--- config.mk ---
export PLATFORM = sky130hd
export DESIGN_NAME = vcr_regs
export DESIGN_NICKNAME = d
export VERILOG_FILES = /design/src/core/vcr_pkg.sv /design/src/core/vcr_regs.sv /design/src/core/vcr_fifo.sv
export SDC_FILE = /design/constraint.sdc
export NUM_CORES = 1
export LEC_CHECK = 0
export ABC_AREA = 1
export BUFFER_PORTS_ARGS = -buffer_cell sky130_fd_sc_hd__buf_2
export CORE_ASPECT_RATIO = 2
export CORE_MARGIN = 10
export CORE_UTILIZATION = 30
export DETAILED_ROUTE_END_ITERATION = 8
export PLACE_DENSITY = 0.57
export SETUP_SLACK_MARGIN = 0.2
export SYNTH_ARGS = -nofsm -noshare
export SYNTH_HDL_FRONTEND = slang
export SYNTH_SLANG_ARGS = --single-unit
--- constraint.sdc ---
create_clock -name clk_i -period 2 [get_ports clk_i]
set_input_delay 0.1 -clock clk_i [delete_from_list [all_inputs] [get_ports clk_i]]
set_output_delay 0.1 -clock clk_i [all_outputs]
set_load 0.02 [all_outputs]
--- src/core/vcr_pkg.sv ---
package vcr_pkg;
   localparam logic [5:0]  OFS_STATUS_CONTROL = 6'h04;
   localparam logic [5:0]  OFS_SPACE_OFFSET   = 6'h06;
   localparam logic [5:0]  OFS_PROTOCOL       = 6'h08;
   localparam logic [5:0]  OFS_RESPONSE       = 6'h0a;
   localparam logic [5:0]  OFS_DATA_WORD      = 6'h0e;
   localparam int          BIT_ACCESS_EN      = 15;
   localparam int          BIT_IDENT          = 14;
   localparam int          BIT_RESULT_LO      = 4;
   localparam int          BIT_READY          = 3;
   localparam int          BIT_PASS           = 2;
   localparam int          BIT_SYSFAIL_INH    = 1;
   localparam int          BIT_RESET          = 0;
   localparam int          BIT_READ_READY     = 10;
   localparam int          BIT_WRITE_READY    = 9;
   // Response bits the processor owns besides the two ready flags.
   localparam logic [15:0] RESP_PROC_MASK     = 16'h3980;
   localparam logic [15:0] RESP_RESET         = 16'h3980;
   localparam logic [15:0] PROTOCOL_DEFAULT   = 16'hfc00;
   localparam logic [3:0]  RESULT_RESET       = 4'h0;
   localparam logic [15:0] OFFSET_RESET       = 16'h0000;
   localparam int          FIFO_DEPTH         = 4;
endpackage : vcr_pkg

--- src/core/vcr_regs.sv ---
`timescale 1ns/1ps
// Configuration and message registers shared by bus host and processor.
module vcr_regs #(
   parameter logic [15:0] PROTOCOL_CAPS = vcr_pkg::PROTOCOL_DEFAULT,
   parameter int          DEPTH         = vcr_pkg::FIFO_DEPTH
) (
   input  wire logic        clk_i,
   input  wire logic        rst_n_i,
   input  wire logic        host_sel_i,
   input  wire logic        host_wr_i,
   input  wire logic [5:0]  host_addr_i,
   input  wire logic [15:0] host_wdata_i,
   output logic      [15:0] host_rdata_o,
   input  wire logic        proc_sel_i,
   input  wire logic        proc_wr_i,
   input  wire logic [5:0]  proc_addr_i,
   input  wire logic [15:0] proc_wdata_i,
   output logic      [15:0] proc_rdata_o,
   input  wire logic        ident_asserted_i,
   output logic             cmd_valid_o,
   input  wire logic        cmd_ready_i,
   output logic      [15:0] cmd_data_o,
   output logic             ext_space_access_enable_o,
   output logic      [15:0] space_offset_o,
   output logic             sysfail_inhibit_o,
   output logic             carrier_reset_o
);
   logic [15:0] resp, next_resp, data_word, next_data_word;
   logic [15:0] offset, next_offset, next_host_rdata, next_proc_rdata;
   logic [3:0]  selftest_result_code, next_result;
   logic        ready, next_ready, pass, next_pass;
   logic        access_en, next_access_en, sf_inh, next_sf_inh;
   logic        rst_req, next_rst_req;
   logic        hw_status, hw_data, hr_data, pw_data, pw_resp, pw_stat;
   logic        fifo_ready, fifo_valid, cmd_v, next_cmd_v;
   logic [15:0] fifo_data, cmd_d, next_cmd_d, status_word;
   logic        hw_offset;
   // Response bits the processor may write: its own bits and both flags.
   localparam logic [15:0] RESP_WRITABLE = vcr_pkg::RESP_PROC_MASK
      | (16'h0001 << vcr_pkg::BIT_READ_READY)
      | (16'h0001 << vcr_pkg::BIT_WRITE_READY);

   // Host data writes queue toward the handler; a full queue drops none
   // because write_ready is held low while the queue is full.
   vcr_fifo #(.WIDTH(16), .DEPTH(DEPTH)) u_fifo (
      .clk_i       (clk_i),
      .rst_n_i     (rst_n_i),
      .in_valid_i  (hw_data),
      .in_ready_o  (fifo_ready),
      .in_data_i   (host_wdata_i),
      .out_valid_o (fifo_valid),
      .out_ready_i (!cmd_v || cmd_ready_i),
      .out_data_o  (fifo_data)
   );

   // Status word: bit 14 reads zero while the identify line is asserted.
   always_comb begin
      status_word = '0;
      status_word[vcr_pkg::BIT_ACCESS_EN] = access_en;
      status_word[vcr_pkg::BIT_IDENT] = !ident_asserted_i;
      status_word[vcr_pkg::BIT_RESULT_LO+:4] = selftest_result_code;
      status_word[vcr_pkg::BIT_READY] = ready;
      status_word[vcr_pkg::BIT_PASS]  = pass;
   end

   // Access decode for both sides.
   always_comb begin
      hw_status = host_sel_i && host_wr_i
                  && host_addr_i == vcr_pkg::OFS_STATUS_CONTROL;
      hw_data   = host_sel_i && host_wr_i
                  && host_addr_i == vcr_pkg::OFS_DATA_WORD;
      hr_data   = host_sel_i && !host_wr_i
                  && host_addr_i == vcr_pkg::OFS_DATA_WORD;
      pw_data   = proc_sel_i && proc_wr_i
                  && proc_addr_i == vcr_pkg::OFS_DATA_WORD;
      pw_resp   = proc_sel_i && proc_wr_i
                  && proc_addr_i == vcr_pkg::OFS_RESPONSE;
      pw_stat   = proc_sel_i && proc_wr_i
                  && proc_addr_i == vcr_pkg::OFS_STATUS_CONTROL;
      hw_offset = host_sel_i && host_wr_i
                  && host_addr_i == vcr_pkg::OFS_SPACE_OFFSET;
   end

   // Host control group. Only the bus host reaches these bits; processor
   // writes to the space offset are not decoded, and processor writes to the
   // status offset load only its own bits, which keeps the host-only
   // fields out of the processor's reach. No side decodes protocol writes.
   always_comb begin
      next_access_en = access_en;
      next_sf_inh    = sf_inh;
      next_rst_req   = 1'b0;
      next_offset    = offset;
      if (hw_status) begin
         next_access_en = host_wdata_i[vcr_pkg::BIT_ACCESS_EN];
         next_sf_inh    = host_wdata_i[vcr_pkg::BIT_SYSFAIL_INH];
         next_rst_req   = host_wdata_i[vcr_pkg::BIT_RESET];
      end
      if (hw_offset) begin
         next_offset = host_wdata_i;
      end
   end

   // The reset request lasts one cycle per write; whatever resets the
   // carrier must stretch it if it needs a longer pulse.
   always_ff @(posedge clk_i) begin
      if (!rst_n_i) begin
         access_en <= 1'b0;
         sf_inh    <= 1'b0;
         rst_req   <= 1'b0;
         offset    <= vcr_pkg::OFFSET_RESET;
      end else begin
         access_en <= next_access_en;
         sf_inh    <= next_sf_inh;
         rst_req   <= next_rst_req;
         offset    <= next_offset;
      end
   end

   // Processor status group: self-test code, ready and pass. Host writes
   // to these bits are ignored, so the host cannot fake a passed test.
   always_comb begin
      next_result = selftest_result_code;
      next_ready  = ready;
      next_pass   = pass;
      if (pw_stat) begin
         next_result = proc_wdata_i[vcr_pkg::BIT_RESULT_LO+:4];
         next_ready  = proc_wdata_i[vcr_pkg::BIT_READY];
         next_pass   = proc_wdata_i[vcr_pkg::BIT_PASS];
      end
   end

   always_ff @(posedge clk_i) begin
      if (!rst_n_i) begin
         selftest_result_code <= vcr_pkg::RESULT_RESET;
         ready                <= 1'b0;
         pass                 <= 1'b0;
      end else begin
         selftest_result_code <= next_result;
         ready                <= next_ready;
         pass                 <= next_pass;
      end
   end

   // Response bits, one slice per bit. The processor writes the bits it
   // owns; a host access that empties or fills the data word clears the
   // matching ready flag, and that clear beats a processor set in the same
   // cycle so a stale flag never invites a second transfer. Write ready is
   // also held low while the queue is full, as a word written then would
   // be lost.
   for (genvar i = 0; i < 16; i++) begin : g_resp
      logic clear, load;
      assign clear = (i == vcr_pkg::BIT_READ_READY && hr_data)
                     || (i == vcr_pkg::BIT_WRITE_READY
                         && (hw_data || !fifo_ready));
      assign load  = pw_resp && RESP_WRITABLE[i];
      assign next_resp[i] = clear ? 1'b0
                            : load ? proc_wdata_i[i] : resp[i];
   end

   always_ff @(posedge clk_i) begin
      if (!rst_n_i) begin
         resp <= vcr_pkg::RESP_RESET;
      end else begin
         resp <= next_resp;
      end
   end

   // Data word group. Either side may write; when both write in one cycle
   // the host word is kept, as it is also the one queued for the handler.
   always_comb begin
      next_data_word = data_word;
      if (pw_data) begin
         next_data_word = proc_wdata_i;
      end
      if (hw_data) begin
         next_data_word = host_wdata_i;
      end
   end

   always_ff @(posedge clk_i) begin
      if (!rst_n_i) begin
         data_word <= '0;
      end else begin
         data_word <= next_data_word;
      end
   end

   // Command stage toward the word serial handler. A word stands on the
   // outputs until the handler takes it; the queue refills the stage in
   // the cycle of a take, so a busy handler loses no throughput.
   always_comb begin
      next_cmd_v = cmd_v && !cmd_ready_i;
      next_cmd_d = cmd_d;
      if (fifo_valid && (!cmd_v || cmd_ready_i)) begin
         next_cmd_v = 1'b1;
         next_cmd_d = fifo_data;
      end
   end

   always_ff @(posedge clk_i) begin
      if (!rst_n_i) begin
         cmd_v <= 1'b0;
         cmd_d <= '0;
      end else begin
         cmd_v <= next_cmd_v;
         cmd_d <= next_cmd_d;
      end
   end

   // Host read mux. Unmapped offsets read zero; the mux runs whether or
   // not the host selects, which keeps the select out of the data path.
   always_comb begin
      unique case (host_addr_i)
         vcr_pkg::OFS_STATUS_CONTROL: next_host_rdata = status_word;
         vcr_pkg::OFS_SPACE_OFFSET:   next_host_rdata = offset;
         vcr_pkg::OFS_PROTOCOL:       next_host_rdata = PROTOCOL_CAPS;
         vcr_pkg::OFS_RESPONSE:       next_host_rdata = resp;
         vcr_pkg::OFS_DATA_WORD:      next_host_rdata = data_word;
         default:                     next_host_rdata = '0;
      endcase
   end

   // Processor read mux; the processor sees the same words as the host,
   // including the offset that it may not write.
   always_comb begin
      unique case (proc_addr_i)
         vcr_pkg::OFS_STATUS_CONTROL: next_proc_rdata = status_word;
         vcr_pkg::OFS_SPACE_OFFSET:   next_proc_rdata = offset;
         vcr_pkg::OFS_PROTOCOL:       next_proc_rdata = PROTOCOL_CAPS;
         vcr_pkg::OFS_RESPONSE:       next_proc_rdata = resp;
         vcr_pkg::OFS_DATA_WORD:      next_proc_rdata = data_word;
         default:                     next_proc_rdata = '0;
      endcase
   end

   // Read data is registered, so both sides see the answer one cycle after
   // the select edge and every output comes straight from a flip-flop.
   always_ff @(posedge clk_i) begin
      if (!rst_n_i) begin
         host_rdata_o <= '0;
         proc_rdata_o <= '0;
      end else begin
         host_rdata_o <= next_host_rdata;
         proc_rdata_o <= next_proc_rdata;
      end
   end

   assign cmd_valid_o               = cmd_v;
   assign cmd_data_o                = cmd_d;
   assign ext_space_access_enable_o = access_en;
   assign space_offset_o            = offset;
   assign sysfail_inhibit_o         = sf_inh;
   assign carrier_reset_o           = rst_req;
endmodule // vcr_regs

--- src/core/vcr_fifo.sv ---
`timescale 1ns/1ps
// Small FIFO carrying host-written data words toward the word serial handler.
module vcr_fifo #(
   parameter int WIDTH = 16,
   parameter int DEPTH = 4
) (
   input  wire logic             clk_i,
   input  wire logic             rst_n_i,
   input  wire logic             in_valid_i,
   output logic                  in_ready_o,
   input  wire logic [WIDTH-1:0] in_data_i,
   output logic                  out_valid_o,
   input  wire logic             out_ready_i,
   output logic      [WIDTH-1:0] out_data_o
);
   localparam int AW = $clog2(DEPTH);
   localparam logic [AW-1:0] LAST = AW'(DEPTH - 1);
   logic [WIDTH-1:0] mem [DEPTH];
   logic [AW-1:0]    wr_ptr, rd_ptr, next_wr_ptr, next_rd_ptr;
   logic [AW:0]      count, next_count;
   logic             push, pop;

   // Pointer and count update; full and empty come from the count.
   // Pointers wrap at the last entry, so a depth that is not a power of
   // two works as well.
   always_comb begin
      push        = in_valid_i && in_ready_o;
      pop         = out_ready_i && out_valid_o;
      next_wr_ptr = wr_ptr;
      next_rd_ptr = rd_ptr;
      if (push) begin
         next_wr_ptr = (wr_ptr == LAST) ? '0 : wr_ptr + AW'(1);
      end
      if (pop) begin
         next_rd_ptr = (rd_ptr == LAST) ? '0 : rd_ptr + AW'(1);
      end
      next_count  = count + (AW+1)'(push) - (AW+1)'(pop);
   end

   always_ff @(posedge clk_i) begin
      if (!rst_n_i) begin
         wr_ptr <= '0;
         rd_ptr <= '0;
         count  <= '0;
      end else begin
         wr_ptr <= next_wr_ptr;
         rd_ptr <= next_rd_ptr;
         count  <= next_count;
      end
   end

   // Storage needs no reset; it is only read when the count says valid.
   always_ff @(posedge clk_i) begin
      if (push) begin
         mem[wr_ptr] <= in_data_i;
      end
   end

   assign in_ready_o  = (count != (AW+1)'(DEPTH));
   assign out_valid_o = (count != '0);
   assign out_data_o  = mem[rd_ptr];
endmodule // vcr_fifo

==> key figures, run 1 <==
Run
  • Max Cap Viol: 0

Critical path
  • Max incr delay on CP: 0.51 ns
  • Worst setup path endpoint: u_fifo.count[1]
  • Reg-to-Reg End: u_fifo.count[1]
  • Critical path's slowest cell: fa_2
  • R2r startpoint: u_fifo.count[0]
  • Crit Path Max Fanout: 2
  • Worst Reg-to-Reg Cells: 10
  • Cell breakdown of the critical path: inv_2 -> nand3_2 -> nand2_2 -> inv_2 -> ha_4 -> inv_2 -> ha_4 -> inv_2 -> fa_2 -> nor2_1
  • CP Launch Type: register
  • Worst EP arrival: 2.04 ns
  • CP most frequent cell: inv_2
  • CP startpoint: u_fifo.count[0]
  • Crit. End Element: register
  • Data required, critical path: 2.31 ns
  • Reg2Reg Setup Slack: 0.27 ns
  • Setup CP Type: register to register

STA
  • # setup viols final: 0
  • Slew Viols, Final: 0
  • Worst setup margin: 0.2727 ns
  • Final worst path period share: 86.37%
  • Fmax: 578.9 MHz
  • Fin. Hold Viols: 0
  • Slew headroom: 69.77%
  • Post-Route Skew: 0.006804 ns
  • Setup TNS: 0 ns
  • Unrepaired setup endpoints after global routing: false
  • Fin Hold WS: 0.05677 ns
  • Tmin final: 1.727 ns
  • Worst Max-Slew Pin Slew: 0.4530 ns

Yosys
  • Distinct cells, synth: 28
  • Post-synthesis register bit count: 168
  • Mapped Nets: 887
  • Register area share after synthesis: 57.20%
  • Yosys warning count: 0
  • Cell area after synthesis: 0.006999 sq mm
  • Avg Cell Area, Syn: 8.463 sq um
  • Cells after Synth: 827

CTS
  • H-tree depth: 4
  • Clock slew at reported path FFs: 0.07 ns
  • Setup bufs post-CTS: 0
  • Clk buf depth: 2
  • Post-CTS Hold Buffers: 31
  • Clock latency on the worst-skew pair: 0.44 ns
  • Clock tree sinks: 168
  • TritonCTS buffer count: 17
  • CTS tree: done
  • Post-CTS sizing: 0
  • Root Buffer: clkbuf_16

Power and ir drop
  • Pwr Density: 1016 mW/mm^2
  • Peak VDD IR: 0.4726 mV
  • Total power: 9.165 mW
  • Leakage: 3.927 nW

Min path
  • Worst Hold Class: input port to register

Floorplan
  • Ports: 120
  • Rows: 79
  • Initial Util: 30.26%
  • Die W: 128.0 microns
  • CORE AREA: 0.02313 sq mm
  • Chip height: 236.0 microns
  • DIE AREA: 0.03021 sq mm

Finish
  • Antenna Cells: 0
  • Post-route cell area: 0.009016 sq mm
  • Area grow syn2layout: 28.82%
  • Final core utilization: 38.98%
  • Non-Filler Instances: 1285
  • Commonest non-fill, non-tap cell in the layout: nor2_1
  • Layout cells sized above 1: 21.16%
  • Most frequent cells in the layout: nor2_1 (133), nand2_1 (122), buf_2 (119)
  • Nets: 1049

Route
  • Wire per inst: 16.43 microns
  • Via/cell ratio: 4.703
  • Total wire length: 21.12 mm
  • Drc violations: 0
  • First-pass detailed-route iteration total: 5
  • DR vias: 6043
  • Iteration-0 DRC Markers: 400
  • Antenna Nets Post-Route: 0

Global route
  • Pin count of the biggest net entering global routing: 39
  • M3 GR Usage: 2.830%
  • First-pass GRT wire length: 33.36 mm
  • Number of global-route vias before repair: 6054
  • Met2 Track Usage GR: 26.33%
  • Initial antenna violation count: 0
  • Congestion Overflow GR: 0
  • Top Usage Layer GRT: met2
  • Tot GR Track Use: 14.10%
  • Met1 Usage GRT: 14.10%

Placement
  • Placed Cells: 1222
  • Final HPWL from detailed placement: 15.99 mm
  • Pre-CTS setup slack: 0.2608 ns
  • DP Area: 0.008092 sq mm
  • PortBufs: 119
  • RePlAce Congestion: 0.8283

Run status
  • Status: complete, no violations
[worst min-delay path by stage]
| stage | cells past startpoint | start | slack [ns] | end |
|---|---|---|---|---|
| 5_1_grt | 5 | proc_wdata_i[15] | 0.07 | data_word[15] |
| 2_1_floorplan | 0 | host_wdata_i[0] | 0.20 | u_fifo.mem[0][0] |
| 3_5_place_dp | 1 | host_wdata_i[4] | 0.36 | u_fifo.mem[2][4] |
| 6_report | 5 | proc_wdata_i[0] | 0.06 | data_word[0] |
| 4_1_cts | 5 | proc_wdata_i[15] | 0.04 | data_word[15] |
| 3_3_place_gp | 1 | host_wdata_i[10] | 0.34 | u_fifo.mem[3][10] |
[worst max-delay path: cells and delay by family, from the launching register on]
kind                       cells  cell delay [ns]
DFF                            1             0.32
adders and majority gates      3             0.84
buffers and inverters          4             0.22
and+or+nand+nor                3             0.22
[registers in the layout (all words and copies together), names as in the netlist, 2 cells and up]
signal,cells
cmd_data_o,16
u_fifo.rd_ptr,2
u_fifo.mem,64
space_offset_o,16
u_fifo.count,3
selftest_result_code,4
proc_rdata_o,16
host_rdata_o,16
data_word,16
u_fifo.wr_ptr,2
resp,7
[cell usage after synthesis]
library cell,number,area [sq um]
clkbuf_1,19,71.32
nand4_1,17,106.4
buf_6,1,11.26
nor2_1,133,499.2
clkinv_1,3,11.26
nor4_1,1,6.260
o21ai_1,30,150.1
dfxtp_1,104,2082
nand3_1,54,270.3
nand2_2,3,18.77
buf_1,5,18.77
inv_2,6,22.52
inv_1,89,334.1
nor3_1,4,20.02
nor2_8,1,20.02
nand2_1,123,461.7
ha_1,7,87.58
o21ai_0,86,430.4
fa_1,1,20.02
nor2_4,1,11.26
buf_4,1,7.510
nor2_2,5,31.28
o211ai_1,5,37.54
buf_2,12,60.06
nand3b_1,1,7.510
a21oi_1,49,245.2
nand3_4,2,35.03
edfxtp_1,64,1922
[report_power, final]
group / internal [mW] / switching, mW
Combinational: 0.661 / 1.24
Sequential: 3.74 / 0.0794
Clock: 1.99 / 1.46
[kinds of logic (layout without fill, tap and decap cells)]
logic type               Yosys count  after routing  synth area share, %
AND/OR/NAND/NOR                  345            345                21.25
AO/OA/AOI/OAI                    170            170                12.33
flip-flops                       168            168                57.20
buffers and inverters            136            311                7.669
adder cells (fa/ha/maj)            8              8                1.537
[per-layer routing]
metal  up-vias  wire, microns
met4         0            790
met2       167          11680
met1      2788           7887
li1       3043              -
met5         -              0
met3        45            756
[final cells by class]
class                      count  area, sq um
multi-input combinational    523         2494
timing repair buffer         181         1176
tap                          283        354.1
clock inverter                15        188.9
sequential                   168         4010
fill                        2443        14110
inverter                      98        367.9
clock buffer                  17        425.4
No activity file was read; power rests on OpenSTA's default activity.
==> run 2, diff against run 1 <==
--- a/config.mk
+++ b/config.mk
@@ -9,9 +9,9 @@
 export BUFFER_PORTS_ARGS = -buffer_cell sky130_fd_sc_hd__buf_2
 export CORE_ASPECT_RATIO = 2
 export CORE_MARGIN = 10
-export CORE_UTILIZATION = 30
+export CORE_UTILIZATION = 50
 export DETAILED_ROUTE_END_ITERATION = 8
-export PLACE_DENSITY = 0.57
+export PLACE_DENSITY = 0.82
 export SETUP_SLACK_MARGIN = 0.2
 export SYNTH_ARGS = -nofsm -noshare
 export SYNTH_HDL_FRONTEND = slang
==> key figures, run 2 (synthesis results as in run 1) <==
STA
  • Post-Route Skew: 0.01131 ns (+0.004511 ns)
  • Worst Max-Slew Pin Slew: 0.4948 ns (+0.04183 ns)
  • Slew headroom: 66.71% (-3.1 points)
  • Setup TNS: 0 ns (unchanged)
  • Fin. Hold Viols: 0 (unchanged)
  • # setup viols final: 0 (unchanged)
  • Slew Viols, Final: 0 (unchanged)
  • Final worst path period share: 85.49% (-0.87 points)
  • Tmin final: 1.710 ns (-0.01743 ns)
  • Fin Hold WS: 0.01088 ns (-0.04589 ns)
  • Fmax: 584.8 MHz (+1.0%)
  • Unrepaired setup endpoints after global routing: false

Power and ir drop
  • Leakage: 3.872 nW (-1.4%)
  • Peak VDD IR: 0.5489 mV (+16%)
  • Total power: 8.824 mW (-3.7%)
  • Pwr Density: 1006 mW/mm^2 (-0.99%)
  • Clk network pwr share: 35.3% (-2.3 points)
  • Sequential share of power: 43.3% (+1.7 points)
  • Combinational power share: 21.4% (+0.7 points)
  • Sw Pwr: 2.702 mW (-2.7%)
  • Sw Ratio: 30.62% (+0.32 points)
  • P_int: 6.122 mW (-4.2%)

Min path
  • Hold Path Cell Cnt: 3 (-2)
  • WHS Endpoint: resp[13]
  • Hold Path Origin: proc_wdata_i[13]
  • Worst Hold Class: input port to register

Finish
  • Nets: 1044 (-0.48%)
  • Layout cells sized above 1: 20.86% (-0.30 points)
  • Area of the multi-input gates: 0.002494 sq mm (unchanged)
  • Largest Register: u_fifo.mem
  • Most frequent cells in the layout: nor2_1 (133), nand2_1 (122), buf_2 (119)
  • Post-route cell area: 0.008768 sq mm (-2.7%)
  • Commonest non-fill, non-tap cell in the layout: nor2_1
  • Sequential Area: 0.004010 sq mm (unchanged)
  • Area grow syn2layout: 25.28%
  • Antenna Cells: 0 (unchanged)
  • Non-Filler Instances: 1186 (-7.7%)
  • Fill count: 1136 (-53%)
  • Max FFs per register: 64 (unchanged)

Placement
  • PortBufs: 119 (unchanged)
  • Final HPWL from detailed placement: 14.09 mm (-12%)
  • DP Area: 0.007934 sq mm (-1.9%)
  • RePlAce Congestion: 0.8767 (+5.8%)
  • Placed Cells: 1126 (-7.9%)

Route
  • Antenna Nets Post-Route: 0 (unchanged)
  • Drc violations: 0 (unchanged)
  • DR vias: 6217 (+2.9%)
  • Total wire length: 19.37 mm (-8.3%)
  • First-pass detailed-route iteration total: 7 (+2)
  • Via/cell ratio: 5.242 (+11%)
  • Wire per inst: 16.33 microns (-0.64%)
  • Iteration-0 DRC Markers: 415 (+3.8%)

Global route
  • Top Usage Layer GRT: met2
  • First-pass GRT wire length: 31.15 mm (-6.6%)
  • Tot GR Track Use: 19.77% (+5.7 points)
  • Congestion Overflow GR: 0 (unchanged)
  • Pin count of the biggest net entering global routing: 48 (+23%)
  • Met2 Track Usage GR: 37.21% (+11 points)
  • Initial antenna violation count: 0 (unchanged)
  • M3 GR Usage: 3.140% (+0.31 points)
  • Number of global-route vias before repair: 6184 (+2.1%)
  • Met1 Usage GRT: 19.49% (+5.4 points)

Floorplan
  • CORE AREA: 0.01381 sq mm (-40%)
  • Die W: 103.7 microns (-19%)
  • Rows: 61 (-23%)
  • Initial Util: 50.67% (+20 points)
  • Chip height: 187.3 microns (-21%)
  • DIE AREA: 0.01942 sq mm (-36%)
  • Ports: 120 (unchanged)

Critical path
  • Crit. End Element: register
  • Reg-to-Reg End: u_fifo.count[1]
  • Crit Path Max Fanout: 3 (+1)
  • Setup CP Type: register to register
  • Reg2Reg Setup Slack: 0.29 ns (+0.02 ns)
  • Worst EP arrival: 2.02 ns (-0.02 ns)
  • CP Launch Type: register
  • R2r startpoint: u_fifo.count[1]
  • Data required, critical path: 2.31 ns (about the same)
  • Worst Reg-to-Reg Cells: 10 (unchanged)

CTS
  • CTS tree: done
  • H-tree depth: 4 (unchanged)
  • TritonCTS buffer count: 17 (unchanged)
  • Root Buffer: clkbuf_16
  • Clock tree sinks: 168 (unchanged)
  • Clock latency on the worst-skew pair: 0.43 ns (about the same)
  • Setup bufs post-CTS: 0 (unchanged)
  • Clk buf depth: 2 (unchanged)
  • Clock slew at reported path FFs: 0.07 ns (about the same)
  • Post-CTS sizing: 0 (unchanged)

Run
  • Max Cap Viol: 0 (unchanged)

Run status
  • Status: complete, no violations
run 2: power by group through the flow:
| stage | logic [mW] | clock network (mW) | registers, mW |
|---|---|---|---|
| 3_3_place_gp | 1.82 | 0 | 3.89 |
| 5_1_grt | 2.15 | 3.28 | 3.85 |
| 2_1_floorplan | 1.12 | 0 | 4.06 |
| 6_report | 1.89 | 3.12 | 3.82 |
| 4_1_cts | 1.91 | 3.14 | 3.82 |
| 3_5_place_dp | 1.85 | 0 | 3.90 |
run 2: layout make-up:
type                       instances  share of cell area [%]
tap                              189                   2.697
clock inverter                    12                   1.341
sequential                       168                   45.73
clock buffer                      20                   4.980
timing repair buffer             176                   12.61
inverter                          98                   4.195
multi-input combinational        523                   28.44
run 2: critical path, cell delays in order, from the launching register on:
cell and delay, ns:
dfxtp_2 0.37, inv_2 0.06, nand3_2 0.07, nand2_2 0.06, inv_2 0.07, ha_4 0.19
inv_2 0.06, ha_4 0.12, inv_2 0.03, fa_2 0.52, nor2_1 0.04
run 2: per-stage QoR:
step | utilization (%) | worst slack (ns)
4_1_cts | 63.47 | 0.2908
3_3_place_gp | 57.43 | 0.2666
2_1_floorplan | - | 0.1394
6_report | 63.47 | 0.2901
3_5_place_dp | 57.43 | 0.2455
5_1_grt | 63.47 | 0.2022
run 2: how the worst max path moves through the flow:
stage	start	to	slack, ns	depth (start not counted)
6_report	u_fifo.count[1]	u_fifo.count[1]	0.29	10
4_1_cts	u_fifo.count[1]	u_fifo.count[1]	0.29	10
5_1_grt	u_fifo.count[1]	u_fifo.count[2]	0.20	11
2_1_floorplan	host_addr_i[0]	u_fifo.mem[0][0]	0.14	7
3_5_place_dp	host_addr_i[0]	u_fifo.count[1]	0.25	10
3_3_place_gp	host_addr_i[0]	u_fifo.count[1]	0.27	10
run 2: metal layers:
| layer | vias up | wire length [microns] | share of wire [%] |
|---|---|---|---|
| met5 | - | 0 | 0 |
| met4 | 0 | 882 | 4.6 |
| met3 | 60 | 865 | 4.5 |
| met2 | 278 | 10710 | 55 |
| met1 | 2855 | 6908 | 36 |
| li1 | 3024 | - | - |
run 2: repair_timing:
action,4_1_cts,5_1_grt
setup endpoints to repair,0,0
hold buffers,28,0
hold endpoints to repair,82,0
